**src/core/cas_map.vh**
```
`ifndef CAS_MAP_VH
`define CAS_MAP_VH
// ==========================================
// Operation codes presented on op_code.
`define CAS_OP_NONE      4'h0
`define CAS_OP_JUMP      4'h1
`define CAS_OP_CALL      4'h2
`define CAS_OP_RETURN    4'h3
`define CAS_OP_RETPAGE   4'h4
`define CAS_OP_RETADD    4'h5
`define CAS_OP_RETLIT    4'h6
`define CAS_OP_PAGE      4'h7
`define CAS_OP_BANK      4'h8
`define CAS_OP_DECSKIP   4'h9
`define CAS_OP_INCSKIP   4'hA
`define CAS_OP_BITSET    4'hB
`define CAS_OP_BITCLR    4'hC
`define CAS_OP_SKIPSET   4'hD
`define CAS_OP_SKIPCLR   4'hE
`define CAS_OP_WRITE     4'hF
// ==========================================
// Register addresses, field positions and reset values.
`define CAS_ADDR_INDIRECT 8'h00
`define CAS_ADDR_STATUS   8'h03
`define CAS_ADDR_POINTER  8'h04
`define CAS_PAGE_LSB      5
`define CAS_PAGE_MSB      6
`define CAS_BANK_LSB      5
`define CAS_BANK_MSB      7
`define CAS_POINTER_RST   8'h80
`define CAS_STATUS_RST    8'h00
`define CAS_PC_RST        11'h7FF
`define CAS_WORK_RST      8'h00
`define CAS_COUNT_RST     8'h00
`endif

```
**src/core/cas_core.v**
```verilog
// Summary of operation
// An operand naming the indirect location acts on the pointer-addressed register.
// Bank selection uses pointer upper bits; banks 0-7 are 010h to 0F0h.
// Indirect access reaches all 256 data locations via the full pointer.
// Bank instruction writes only pointer bank bits, in one cycle.
// Any bit of any data location can be set, cleared or tested.
// Decrement/increment skip update the register and skip when result is zero.
// An eight-level hardware return-address stack is provided.
// Jump loads nine target bits and two page-select bits into the PC.
// Page instruction sets page-select bits to 0..3 in one cycle.
// Call pushes the incremented program counter first.
// Call loads eight target bits, clears bit 8, page bits on top.
// Plain return pops the stack into PC, working register unchanged.
// Paged return is a plain return that also changes page-select bits.
// Return-and-add returns and adds the working register to the counter.
// Return-with-literal returns and loads the literal into the working register.
// Push shifts levels deeper, level 1 takes PC, level 8 lost.
// Pop copies level 1 to PC, shifts up, level 8 kept.
// Each stack entry is eleven bits, the full PC width.
// Page-select bits sit at status bits 6:5.
// Page or bank instructions after a taken skip are all skipped too.
// Paged return takes page bits from the popped address top bits.
`include "cas_map.vh"
module cas_core #(
  parameter PC_W  = 11,
  parameter DEPTH = 8
) (
  input  wire            clk,
  input  wire            reset_n,
  input  wire            op_valid,
  input  wire [3:0]      op_code,
  input  wire [8:0]      op_target,
  input  wire [7:0]      op_file,
  input  wire [2:0]      op_bit,
  input  wire [7:0]      op_literal,
  input  wire [7:0]      work_in,
  output reg  [PC_W-1:0] pc_q,
  output reg  [7:0]      pointer_q,
  output reg  [7:0]      status_q,
  output reg  [7:0]      work_q,
  output reg  [7:0]      counter_q,
  output reg             skip_q,
  output reg             flush_q,
  output reg  [PC_W-1:0] stack_top_q
);
  // ==========================================
  // Operand address resolution.
  wire [7:0]      eff_addr;
  wire [7:0]      rd_data;
  wire [7:0]      mem_data;
  wire [PC_W-1:0] stk [0:DEPTH+1];
  wire            is_page_bank;
  reg             wr_en;
  reg  [7:0]      wr_data;
  reg             skip_d;
  reg  [7:0]      result;
  // indirect resolve
  assign eff_addr = (op_file == `CAS_ADDR_INDIRECT) ? pointer_q : op_file;
  assign mem_data = (eff_addr == `CAS_ADDR_STATUS)  ? status_q  :
                    (eff_addr == `CAS_ADDR_POINTER) ? pointer_q : rd_data;
  assign is_page_bank = (op_code == `CAS_OP_PAGE) || (op_code == `CAS_OP_BANK);

  cas_data_ram #(
    .AW (8)
  ) u_ram (
    .clk     (clk),
    .rd_addr (eff_addr),
    .rd_data (rd_data),
    .wr_en   (wr_en),
    .wr_addr (eff_addr),
    .wr_data (wr_data)
  );

  // ==========================================
  // Data operations.
  always @* begin
    wr_en   = 1'b0;
    wr_data = mem_data;
    skip_d  = 1'b0;
    result  = mem_data;
    if (op_valid && !skip_q) begin
      case (op_code)
        // update and skip
        `CAS_OP_DECSKIP: begin
          result  = mem_data - 8'h01;
          wr_en   = 1'b1;
          wr_data = result;
          skip_d  = (result == 8'h00);
        end
        `CAS_OP_INCSKIP: begin
          result  = mem_data + 8'h01;
          wr_en   = 1'b1;
          wr_data = result;
          skip_d  = (result == 8'h00);
        end
        // bit operations
        `CAS_OP_BITSET: begin
          wr_en   = 1'b1;
          wr_data = mem_data | (8'h01 << op_bit);
        end
        `CAS_OP_BITCLR: begin
          wr_en   = 1'b1;
          wr_data = mem_data & ~(8'h01 << op_bit);
        end
        `CAS_OP_SKIPSET: begin
          skip_d = mem_data[op_bit];
        end
        `CAS_OP_SKIPCLR: begin
          skip_d = ~mem_data[op_bit];
        end
        `CAS_OP_WRITE: begin
          wr_en   = 1'b1;
          wr_data = work_in;
        end
        default: begin
          wr_en = 1'b0;
        end
      endcase
    end
  end

  // ==========================================
  // Return-address stack.
  wire do_push;
  wire do_pop;
  assign do_push = op_valid && !skip_q && (op_code == `CAS_OP_CALL);
  assign do_pop  = op_valid && !skip_q &&
                   ((op_code == `CAS_OP_RETURN) || (op_code == `CAS_OP_RETPAGE) ||
                    (op_code == `CAS_OP_RETADD) || (op_code == `CAS_OP_RETLIT));
  // push incremented PC
  assign stk[0]       = pc_q + {{(PC_W-1){1'b0}}, 1'b1};
  // deepest level kept
  assign stk[DEPTH+1] = stk[DEPTH];
  genvar g;
  generate
    for (g = 1; g <= DEPTH; g = g + 1) begin : g_lvl
      // shifting levels
      cas_stack_level #(
        .W (PC_W)
      ) u_lvl (
        .clk       (clk),
        .reset_n   (reset_n),
        .push      (do_push),
        .pop       (do_pop),
        .shallower (stk[g-1]),
        .deeper    (stk[g+1]),
        .level_q   (stk[g])
      );
    end
  endgenerate

  // ==========================================
  // Program counter, pointer, status and work registers.
  wire            take;
  wire            is_jump;
  wire            is_call;
  wire            is_bank;
  wire [1:0]      page_now;
  wire [PC_W-1:0] pc_inc;
  wire [PC_W-1:0] jump_pc;
  wire [PC_W-1:0] call_pc;
  wire [PC_W-1:0] pop_pc;
  reg  [PC_W-1:0] pc_d;
  reg  [7:0]      pointer_d;
  reg  [7:0]      status_d;
  reg  [7:0]      work_d;
  reg  [7:0]      counter_d;
  reg             skip_next_d;
  reg             flush_d;
  assign take     = op_valid && !skip_q;
  assign is_jump  = take && (op_code == `CAS_OP_JUMP);
  assign is_call  = take && (op_code == `CAS_OP_CALL);
  assign is_bank  = take && (op_code == `CAS_OP_BANK);
  assign page_now = status_q[`CAS_PAGE_MSB:`CAS_PAGE_LSB];
  assign pc_inc   = pc_q + {{(PC_W-1){1'b0}}, 1'b1};
  assign pop_pc   = stk[1];
  // jump
  assign jump_pc  = {page_now, op_target};
  // call target
  assign call_pc  = {page_now, 1'b0, op_target[7:0]};

  // ==========================================
  // Program counter next value.
  always @* begin
    pc_d    = pc_q;
    flush_d = 1'b0;
    if (op_valid) begin
      pc_d = pc_inc;
    end
    if (is_jump) begin
      pc_d    = jump_pc;
      flush_d = 1'b1;
    end
    if (is_call) begin
      pc_d    = call_pc;
      flush_d = 1'b1;
    end
    // pop into PC
    if (do_pop) begin
      pc_d    = pop_pc;
      flush_d = 1'b1;
    end
  end

  // ==========================================
  // Status next value, page bits included.
  always @* begin
    status_d = status_q;
    if (wr_en && (eff_addr == `CAS_ADDR_STATUS)) begin
      status_d = wr_data;
    end
    if (take) begin
      case (op_code)
        // page select
        `CAS_OP_PAGE: begin
          status_d[`CAS_PAGE_MSB:`CAS_PAGE_LSB] = op_target[1:0];
        end
        // paged return
        `CAS_OP_RETPAGE: begin
          status_d[`CAS_PAGE_MSB:`CAS_PAGE_LSB] = pop_pc[PC_W-1:PC_W-2];
        end
        default: begin
        end
      endcase
    end
  end

  // ==========================================
  // Data pointer next value.
  always @* begin
    pointer_d = pointer_q;
    if (wr_en && (eff_addr == `CAS_ADDR_POINTER)) begin
      pointer_d = wr_data;
    end
    // bank bits only
    if (is_bank) begin
      pointer_d[`CAS_BANK_MSB:`CAS_BANK_LSB] = op_literal[`CAS_BANK_MSB:`CAS_BANK_LSB];
    end
  end

  // ==========================================
  // Working register and realtime counter next values.
  always @* begin
    work_d    = work_q;
    counter_d = counter_q;
    if (take) begin
      case (op_code)
        // plain return
        `CAS_OP_RETURN: begin
          work_d = work_q;
        end
        // add to counter
        `CAS_OP_RETADD: begin
          counter_d = counter_q + work_in;
        end
        // literal return
        `CAS_OP_RETLIT: begin
          work_d = op_literal;
        end
        default: begin
          work_d = work_q;
        end
      endcase
    end
  end

  // ==========================================
  // Skip state next value.
  always @* begin
    skip_next_d = skip_q;
    if (op_valid) begin
      if (skip_q) begin
        // skip chain
        skip_next_d = is_page_bank;
      end else begin
        // skip on zero
        skip_next_d = skip_d;
      end
    end
  end

  // ==========================================
  // Registers.
  always @(posedge clk or negedge reset_n) begin
    if (!reset_n) begin
      pc_q <= `CAS_PC_RST;
    end else begin
      pc_q <= pc_d;
    end
  end

  always @(posedge clk or negedge reset_n) begin
    if (!reset_n) begin
      pointer_q <= `CAS_POINTER_RST;
    end else begin
      pointer_q <= pointer_d;
    end
  end

  always @(posedge clk or negedge reset_n) begin
    if (!reset_n) begin
      status_q <= `CAS_STATUS_RST;
    end else begin
      status_q <= status_d;
    end
  end

  always @(posedge clk or negedge reset_n) begin
    if (!reset_n) begin
      work_q <= `CAS_WORK_RST;
    end else begin
      work_q <= work_d;
    end
  end

  always @(posedge clk or negedge reset_n) begin
    if (!reset_n) begin
      counter_q <= `CAS_COUNT_RST;
    end else begin
      counter_q <= counter_d;
    end
  end

  always @(posedge clk or negedge reset_n) begin
    if (!reset_n) begin
      skip_q <= 1'b0;
    end else begin
      skip_q <= skip_next_d;
    end
  end

  always @(posedge clk or negedge reset_n) begin
    if (!reset_n) begin
      flush_q <= 1'b0;
    end else begin
      flush_q <= flush_d;
    end
  end

  always @(posedge clk or negedge reset_n) begin
    if (!reset_n) begin
      stack_top_q <= {PC_W{1'b0}};
    end else begin
      stack_top_q <= pop_pc;
    end
  end
endmodule

```
**src/core/cas_stack_level.v**
```verilog
// ==========================================
// One return-address stack level.
module cas_stack_level #(
  parameter W = 11
) (
  input  wire         clk,
  input  wire         reset_n,
  input  wire         push,
  input  wire         pop,
  input  wire [W-1:0] shallower,
  input  wire [W-1:0] deeper,
  output reg  [W-1:0] level_q
);
  always @(posedge clk or negedge reset_n) begin
    if (!reset_n) begin
      level_q <= {W{1'b0}};
    end else if (push) begin
      level_q <= shallower;
    end else if (pop) begin
      level_q <= deeper;
    end
  end
endmodule

```
**src/core/cas_data_ram.v**
```verilog
// ==========================================
// Data space of 256 bytes, one read and one write port.
module cas_data_ram #(
  parameter AW = 8
) (
  input  wire          clk,
  input  wire [AW-1:0] rd_addr,
  output wire [7:0]    rd_data,
  input  wire          wr_en,
  input  wire [AW-1:0] wr_addr,
  input  wire [7:0]    wr_data
);
  reg [7:0] mem [0:(1<<AW)-1];
  assign rd_data = mem[rd_addr];
  always @(posedge clk) begin
    if (wr_en) begin
      mem[wr_addr] <= wr_data;
    end
  end
endmodule

```
**config.mk**
```make
export PLATFORM = sky130hd
export DESIGN_NAME = cas_core
export DESIGN_NICKNAME = d
export VERILOG_FILES = /design/src/core/cas_core.v /design/src/core/cas_stack_level.v /design/src/core/cas_data_ram.v
export VERILOG_INCLUDE_DIRS = /design/src /design/src/core
export SDC_FILE = /design/constraint.sdc
export NUM_CORES = 2
export LEC_CHECK = 0
export ABC_AREA = 1
export BUFFER_PORTS_ARGS = -buffer_cell sky130_fd_sc_hd__buf_2
export CORE_MARGIN = 2
export CORE_UTILIZATION = 36
export CTS_BUF_LIST = sky130_fd_sc_hd__clkbuf_2
export CTS_CLUSTER_DIAMETER = 40
export DETAILED_ROUTE_END_ITERATION = 10
export SLEW_MARGIN = 20
export SYNTH_ARGS = -nofsm -noshare
export SYNTH_HDL_FRONTEND = slang
export SYNTH_SLANG_ARGS = --single-unit
```
**constraint.sdc**
```tcl
create_clock -name clk -period 15.71 [get_ports clk]
set_input_delay 3.142 -clock clk [delete_from_list [all_inputs] [get_ports clk]]
set_output_delay 3.142 -clock clk [all_outputs]
set_load 0.01 [all_outputs]
```
Word-level counts from Yosys, hierarchy flattened
Memory sizes are Yosys's and may differ from the RTL's.
Cells that the tools add are included.
{"block": "word_totals", "ff_bits": 144, "latch_bits": 0, "ram_bits": 2048, "mem_bits_ro": 0, "inputBits": 43, "output_inout_bits": 56, "word_cells": 107, "mem_count": 1}
{"memory": "u_ram.mem", "depth": 256, "word_bits": 8, "rd": 1, "rd_ports_with_merged_regs": 0, "write_ports": 1, "line_no": "cas_data_ram.v:13", "rtl": "reg [7:0] mem [0:(1<<AW)-1];"}
{"block": "classes", "addsub": 4, "multipliers": 0, "div_mod_pow": 0, "order_cmp": 1, "n_eq_ne": 17, "shift": 1, "mux": 40, "n_bitwise": 4, "n_reduce_logical": 21}
{"operator": "2-to-1 mux 11 bit", "n": 18}
{"operator": "2-to-1 mux 8 bit", "n": 5}
{"operator": "one-hot mux 8 bit (5 select lines)", "n": 1}
{"operator": "== test 4 bit, second input constant", "n": 8}
{"operator": "zero test 8 bit", "n": 3}
{"operator": "== test 4 x 3 -> 1 bit, second input constant", "n": 4}
{"operator": "adder 11 x 1 -> 11 bit, second input constant", "n": 1}
{"operator": "2-to-1 mux 1 bit", "n": 10}
{"operator": "adder 8 x 1 -> 8 bit, second input constant", "n": 1}
{"operator": "adder 8 bit", "n": 1}
{"operator": "bitwise AND 8 bit", "n": 1}
{"operator": "== test 4 x 2 -> 1 bit, second input constant", "n": 2}
{"operator": "== test 8 x 2 -> 1 bit, second input constant", "n": 1}
{"operator": "== test 8 x 3 -> 1 bit, second input constant", "n": 1}
{"operator": "inverter 8 bit", "n": 1}
{"operator": "bitwise OR 8 bit", "n": 1}
{"operator": "left shift 1 x 3 -> 8 bit, first input constant", "n": 1}
{"operator": "subtractor 8 x 1 -> 8 bit, second input constant", "n": 1}
{"operator": "logical AND 1 bit", "n": 7}
{"operator": "2-to-1 mux 7 bit", "n": 1}
{"operator": "OR reduction 5 bit", "n": 1}
{"operator": "== test 4 x 1 -> 1 bit, second input constant", "n": 1}
{"operator": "logical OR 1 bit", "n": 4}
{"operator": "less-than comparator 3 x 4 -> 1 bit, second input constant", "n": 1}
{"operator": "10 further kinds", "n": 12}

Longest topological paths before layout
{"block": "logic_depth", "ltp_word": 11, "depth_mapped": 35, "ltp_nobuf": 32}

Modules after synthesis
A second synthesis with hierarchy kept.
{"block": "unflattened", "hier_cells": 8098, "hier_area_um2": 91700.4}
{"mod": "cas_data_ram", "n_inst": 1, "cells_per_inst": 6995, "area_per_inst_um2": 83236.1, "seq_area_each_um2": 61499.0}
{"mod": "cas_core", "n_inst": 1, "cells_per_inst": 615, "area_per_inst_um2": 4320.4, "seq_area_each_um2": 1416.4}
{"mod": "cas_stack_level", "n_inst": 8, "cells_per_inst": 61, "area_per_inst_um2": 518.0, "seq_area_each_um2": 275.3}

Least setup slack after synthesis
No wires, ideal clock.
{"block": "synth_path", "path_kind": "input to register", "startpoint": "input op_file[2]", "endpoint": "memory u_ram.mem[0][5] (data pin)", "setup_ps": 2188, "arrival_ps": 15204, "required_ps": 13522, "path_slack_ps": -1682, "stages": 23, "path_buffers": 4, "cell_sequence": "nor2_1 -> nand2_2 -> nor2_8 -> nand2_4 -> nand2_2 -> buf_6 -> buf_6 -> buf_4 -> buf_4 -> nor2_1 -> o21ai_0 -> nand3_1 -> nand2_1 -> nand2_1 -> nor2_1 -> nor2_1 -> nor2_1 -> nand2_1 -> nand2_1 -> nand2_1 -> o21bai_1 -> nand2_2 -> o21ai_0"}
{"block": "synth_via", "elab_chain_len": 8, "word_cells_on_any_way": 13, "cone_classes": "add/sub (2); eq/ne (2); mux (5); bitwise (2); reduce/logical (1); memory (1)"}
{"item": "start: declaration", "line_no": "cas_core.v:33", "rtl": "input wire [7:0] op_file,"}
{"item": "zero test 8 bit (no source line)"}
{"item": "2-to-1 mux 8 bit *", "line_no": "cas_core.v:58", "rtl": "assign eff_addr = (op_file == `CAS_ADDR_INDIRECT) ? pointer_q : op_file;"}
{"item": "memory (256 x 8 bit) / == test 8 x 3 -> 1 bit (equally long branches)"}
{"item": "2-to-1 mux 8 bit", "line_no": "cas_core.v:60", "rtl": "(eff_addr == `CAS_ADDR_POINTER) ? pointer_q : rd_data;"}
{"item": "2-to-1 mux 8 bit *", "line_no": "cas_core.v:59", "rtl": "assign mem_data = (eff_addr == `CAS_ADDR_STATUS) ? status_q :"}
{"item": "adder 8 x 1 -> 8 bit (tied with other cells)", "line_no": "cas_core.v:91", "rtl": "result = mem_data + 8'h01;"}
{"item": "one-hot mux 8 bit (5 select lines)", "line_no": "cas_core.v:82", "rtl": "case (op_code)"}
{"item": "2-to-1 mux 8 bit *", "line_no": "cas_core.v:81", "rtl": "if (op_valid && !skip_q) begin"}
{"item": "named net u_ram.wr_data[5]", "line_no": "cas_data_ram.v:11", "rtl": "input wire [7:0] wr_data"}
{"item": "end: declaration", "line_no": "cas_data_ram.v:13"}
The timed path passes the listed nets; every way through them passes the cells marked *.

Worst setup path after layout
{"block": "layout_path", "startpoint": "input op_file[7]", "endpoint": "memory u_ram.mem[183][6] (data pin)"}
Same word-level chain as after synthesis.

==> impl_metrics.env <==
export IMPL_combPwrFrac_pct=11.2
export IMPL_min_path_type="reg -> reg"
export IMPL_ff2ff_path_depth=28
export IMPL_viasPerCell=5.01
export IMPL_ys_warn_count=0
export IMPL_finalClockSkew_ns=0.213
export IMPL_tightest_slew_ns=1.31
export IMPL_peakVddDrop_uv=80.9
export IMPL_synth_ff_type="edfxtp_1"
export IMPL_syn_area_sq_um=94100
export IMPL_max_freq_mhz=108
export IMPL_firstDrtPassIters=6
export IMPL_final_cells=13300
export IMPL_ys_types=50
export IMPL_syn_to_final_growth_pct=9.39
export IMPL_synth_most_common_cell="nand2_1"
export IMPL_post_drt_wl_per_cell_microns=20.3
export IMPL_die_area_sq_um=265000
export IMPL_dp_hpwl_mm=152
export IMPL_crit_path_top_delay_cell="buf_4"
export IMPL_postSynthCellCount=9207
export IMPL_fin_area_sq_um=103000
export IMPL_vias=66700
export IMPL_placed_cells=12400
export IMPL_core_area_sq_um=260000
export IMPL_finalHoldViolCount=0
export IMPL_p_switching_w=0.00345
export IMPL_cts_tree="built"
export IMPL_dr_first_iter_drc_count=7399
export IMPL_syn_nets=9263
export IMPL_rsz0062_at_grt="no"
export IMPL_fp_dieH_microns=515
export IMPL_critPathKind="in -> reg"
export IMPL_synth_edf_count=2048
export IMPL_clockRootBuffer="clkbuf_2"
export IMPL_ant_nets=0
export IMPL_grt_max_degree=169
export IMPL_synthTopCellsByCount="3705 x nand2_1, 2048 x edfxtp_1, 901 x nor2_1"
export IMPL_yosysTopAreaCell="edfxtp_1"
export IMPL_async_flop_share_pct=6.57
export IMPL_p_sw_share_pct=28.5
export IMPL_clkPwrFrac_pct=31.8
export IMPL_post_route_cells_drive_above_1_share_pct=12.0
export IMPL_cpMostUsedCell="nand2_1"
export IMPL_worstSetupEndpointType="flop"
export IMPL_ys_ff_latch=2192
export IMPL_powerDensity_nw_per_um2=118
export IMPL_leakage_nw=42.4
export IMPL_rows=187
export IMPL_gp_congestion=0.882
export IMPL_post_route_period_util_pct=59.0
export IMPL_rrSetupSlack_ns=7.87
export IMPL_path_clk_slew_ns=0.10
export IMPL_htreeDepth=6
export IMPL_place_area_sq_um=98000
export IMPL_avgSynthCellArea_sq_um=10.2
export IMPL_outcome="finished, final reports clean"
export IMPL_synth_area_leaders="edfxtp_1 65%, nand2_1 15%, nor2_1 3.6%, dfrtp_1 3.5%, o21ai_0 3.1%"
export IMPL_crit_fanout=153
export IMPL_period_needed_ns=9.27
export IMPL_final_nets=9599
export IMPL_io_pins=99
export IMPL_setup_tns_ns=0
export IMPL_cts_hold_buf=0
export IMPL_wirelength_mm=270
export IMPL_crit_path_end="u_ram.mem[183][6]"
export IMPL_final_core_util_pct=39.6
export IMPL_relSlewSlack_pct=12.6
export IMPL_drcViolationCount=0
export IMPL_cts_max_path_buffers=4
export IMPL_start_kind="input port"
export IMPL_insertion_delay_ns=1.91
export IMPL_drv_cap=0
export IMPL_grt_pass1_wl_mm=402
export IMPL_crit_required_ns=17.22
export IMPL_synth_top_area_share_pct=65.4
export IMPL_grt_pass1_vias=64100
export IMPL_port_buffers=98
export IMPL_clkSinkCount=2192
export IMPL_setup_violations=0
export IMPL_antenna_found_initial=8
export IMPL_cts_resized=0
export IMPL_p_int_w=0.00866
export IMPL_slowest_delay_ns=0.83
export IMPL_slew_violations=0
export IMPL_p_seq_share_pct=57.0
export IMPL_r2r_end="u_ram.mem[183][6]"
export IMPL_r2r_start="pointer_q[0]"
export IMPL_crit_path_start="op_file[7]"
export IMPL_post_cts_setup_buffers=0
export IMPL_cts_buffers=579
export IMPL_dieWidth_microns=515
export IMPL_seq_area_frac_synth_pct=69.2
export IMPL_grt_overflow_total=0
export IMPL_gr_usage_all_layers_pct=20.0
export IMPL_arrival_ns=10.78
export IMPL_start_util_pct=36.2
export IMPL_total_power_w=0.0121
-- final cells by class --
| type | instances | area [sq um] |
|---|---|---|
| antenna | 7 | 17.5 |
| clock buffer | 829 | 4150 |
| clock inverter | 111 | 697 |
| fill | 25400 | 157000 |
| inverter | 791 | 3010 |
| multi-input combinational | 5767 | 24000 |
| sequential | 2192 | 65100 |
| tap | 3402 | 4260 |
| timing repair buffer | 212 | 1630 |
-- flip-flops by register name, indices dropped and copies added, names as in the netlist --
name                 count
u_ram.mem             2048
g_lvl.u_lvl.level_q     88
pc_q                    11
stack_top_q             11
counter_q                8
pointer_q                8
status_q                 8
work_q                   8
flush_q                  1
skip_q                   1
-- cells in the final DEF, fill, tap and decap left out, types with 22 or more instances in the layout --
cell type  count
nand2_1     3694
edfxtp_1    2048
nor2_1       891
clkbuf_2     829
inv_1        777
o21ai_0      587
nand3_1      180
dfrtp_1      132
buf_2         97
buf_4         91
clkinv_1      74
o21ai_1       64
nand4_1       59
a22oi_1       52
o211ai_1      52
or2_2         26
a21oi_1       23
inv_2         22
-- routing by layer --
metal  up-vias  routed length [microns]  GRT usage (%)
met2      3085                   125000           32.1
met1     32000                   112000           26.5
li1      31100                        -              -
met4         4                     7620           7.12
met5         -                       26              0
met3       477                    25700           4.35
-- power by group through the flow --
stage	Combinational (W)	Sequential, W	Clock (W)
after detailed placement	0.00135	0.00704	0
after floorplan	0.000747	0.00713	0
after CTS	0.00135	0.00690	0.00394
final	0.00136	0.00690	0.00385
after global routing	0.00149	0.00692	0.00423
after global placement	0.00132	0.00703	0
-- cells by family (layout without fill, tap and decap cells) --
| group | Yosys count | in the layout | synth area share (%) |
|---|---|---|---|
| mux | 6 | 6 | 0.0718 |
| fa+ha+maj | 13 | 13 | 0.181 |
| xor+xnor | 14 | 14 | 0.130 |
| flops | 2192 | 2192 | 69.2 |
| other cells | 0 | 7 | 0 |
| simple gates | 4910 | 4910 | 20.2 |
| compound gates | 824 | 824 | 4.81 |
| buf+inv | 1248 | 1943 | 5.42 |
-- worst max-delay path, delay by kind of cell --
family | cells | cell delay [ns]
compound gates | 2 | 0.58
fa+ha+maj | 1 | 0.23
buf+inv | 5 | 2.56
simple gates | 24 | 3.77
-- how the worst min path moves through the flow --
stage	from	end	cells after the start
2_1_floorplan	g_lvl[1].u_lvl.level_q[5]	stack_top_q[5]	0
3_3_place_gp	g_lvl[1].u_lvl.level_q[9]	stack_top_q[9]	0
3_5_place_dp	g_lvl[1].u_lvl.level_q[9]	stack_top_q[9]	0
4_1_cts	g_lvl[1].u_lvl.level_q[9]	stack_top_q[9]	0
5_1_grt	g_lvl[1].u_lvl.level_q[9]	stack_top_q[9]	0
6_report	g_lvl[1].u_lvl.level_q[9]	stack_top_q[9]	0
-- per-stage QoR --
stage | hold WS (ns) | worst slack (ns)
final | 0.413 | 6.44
after global placement | 0.393 | 4.70
after detailed placement | 0.393 | 4.57
after floorplan | 0.375 | 1.43
after global routing | 0.442 | 6.14
after CTS | 0.418 | 6.54
Power figures use the tool's default switching activity.
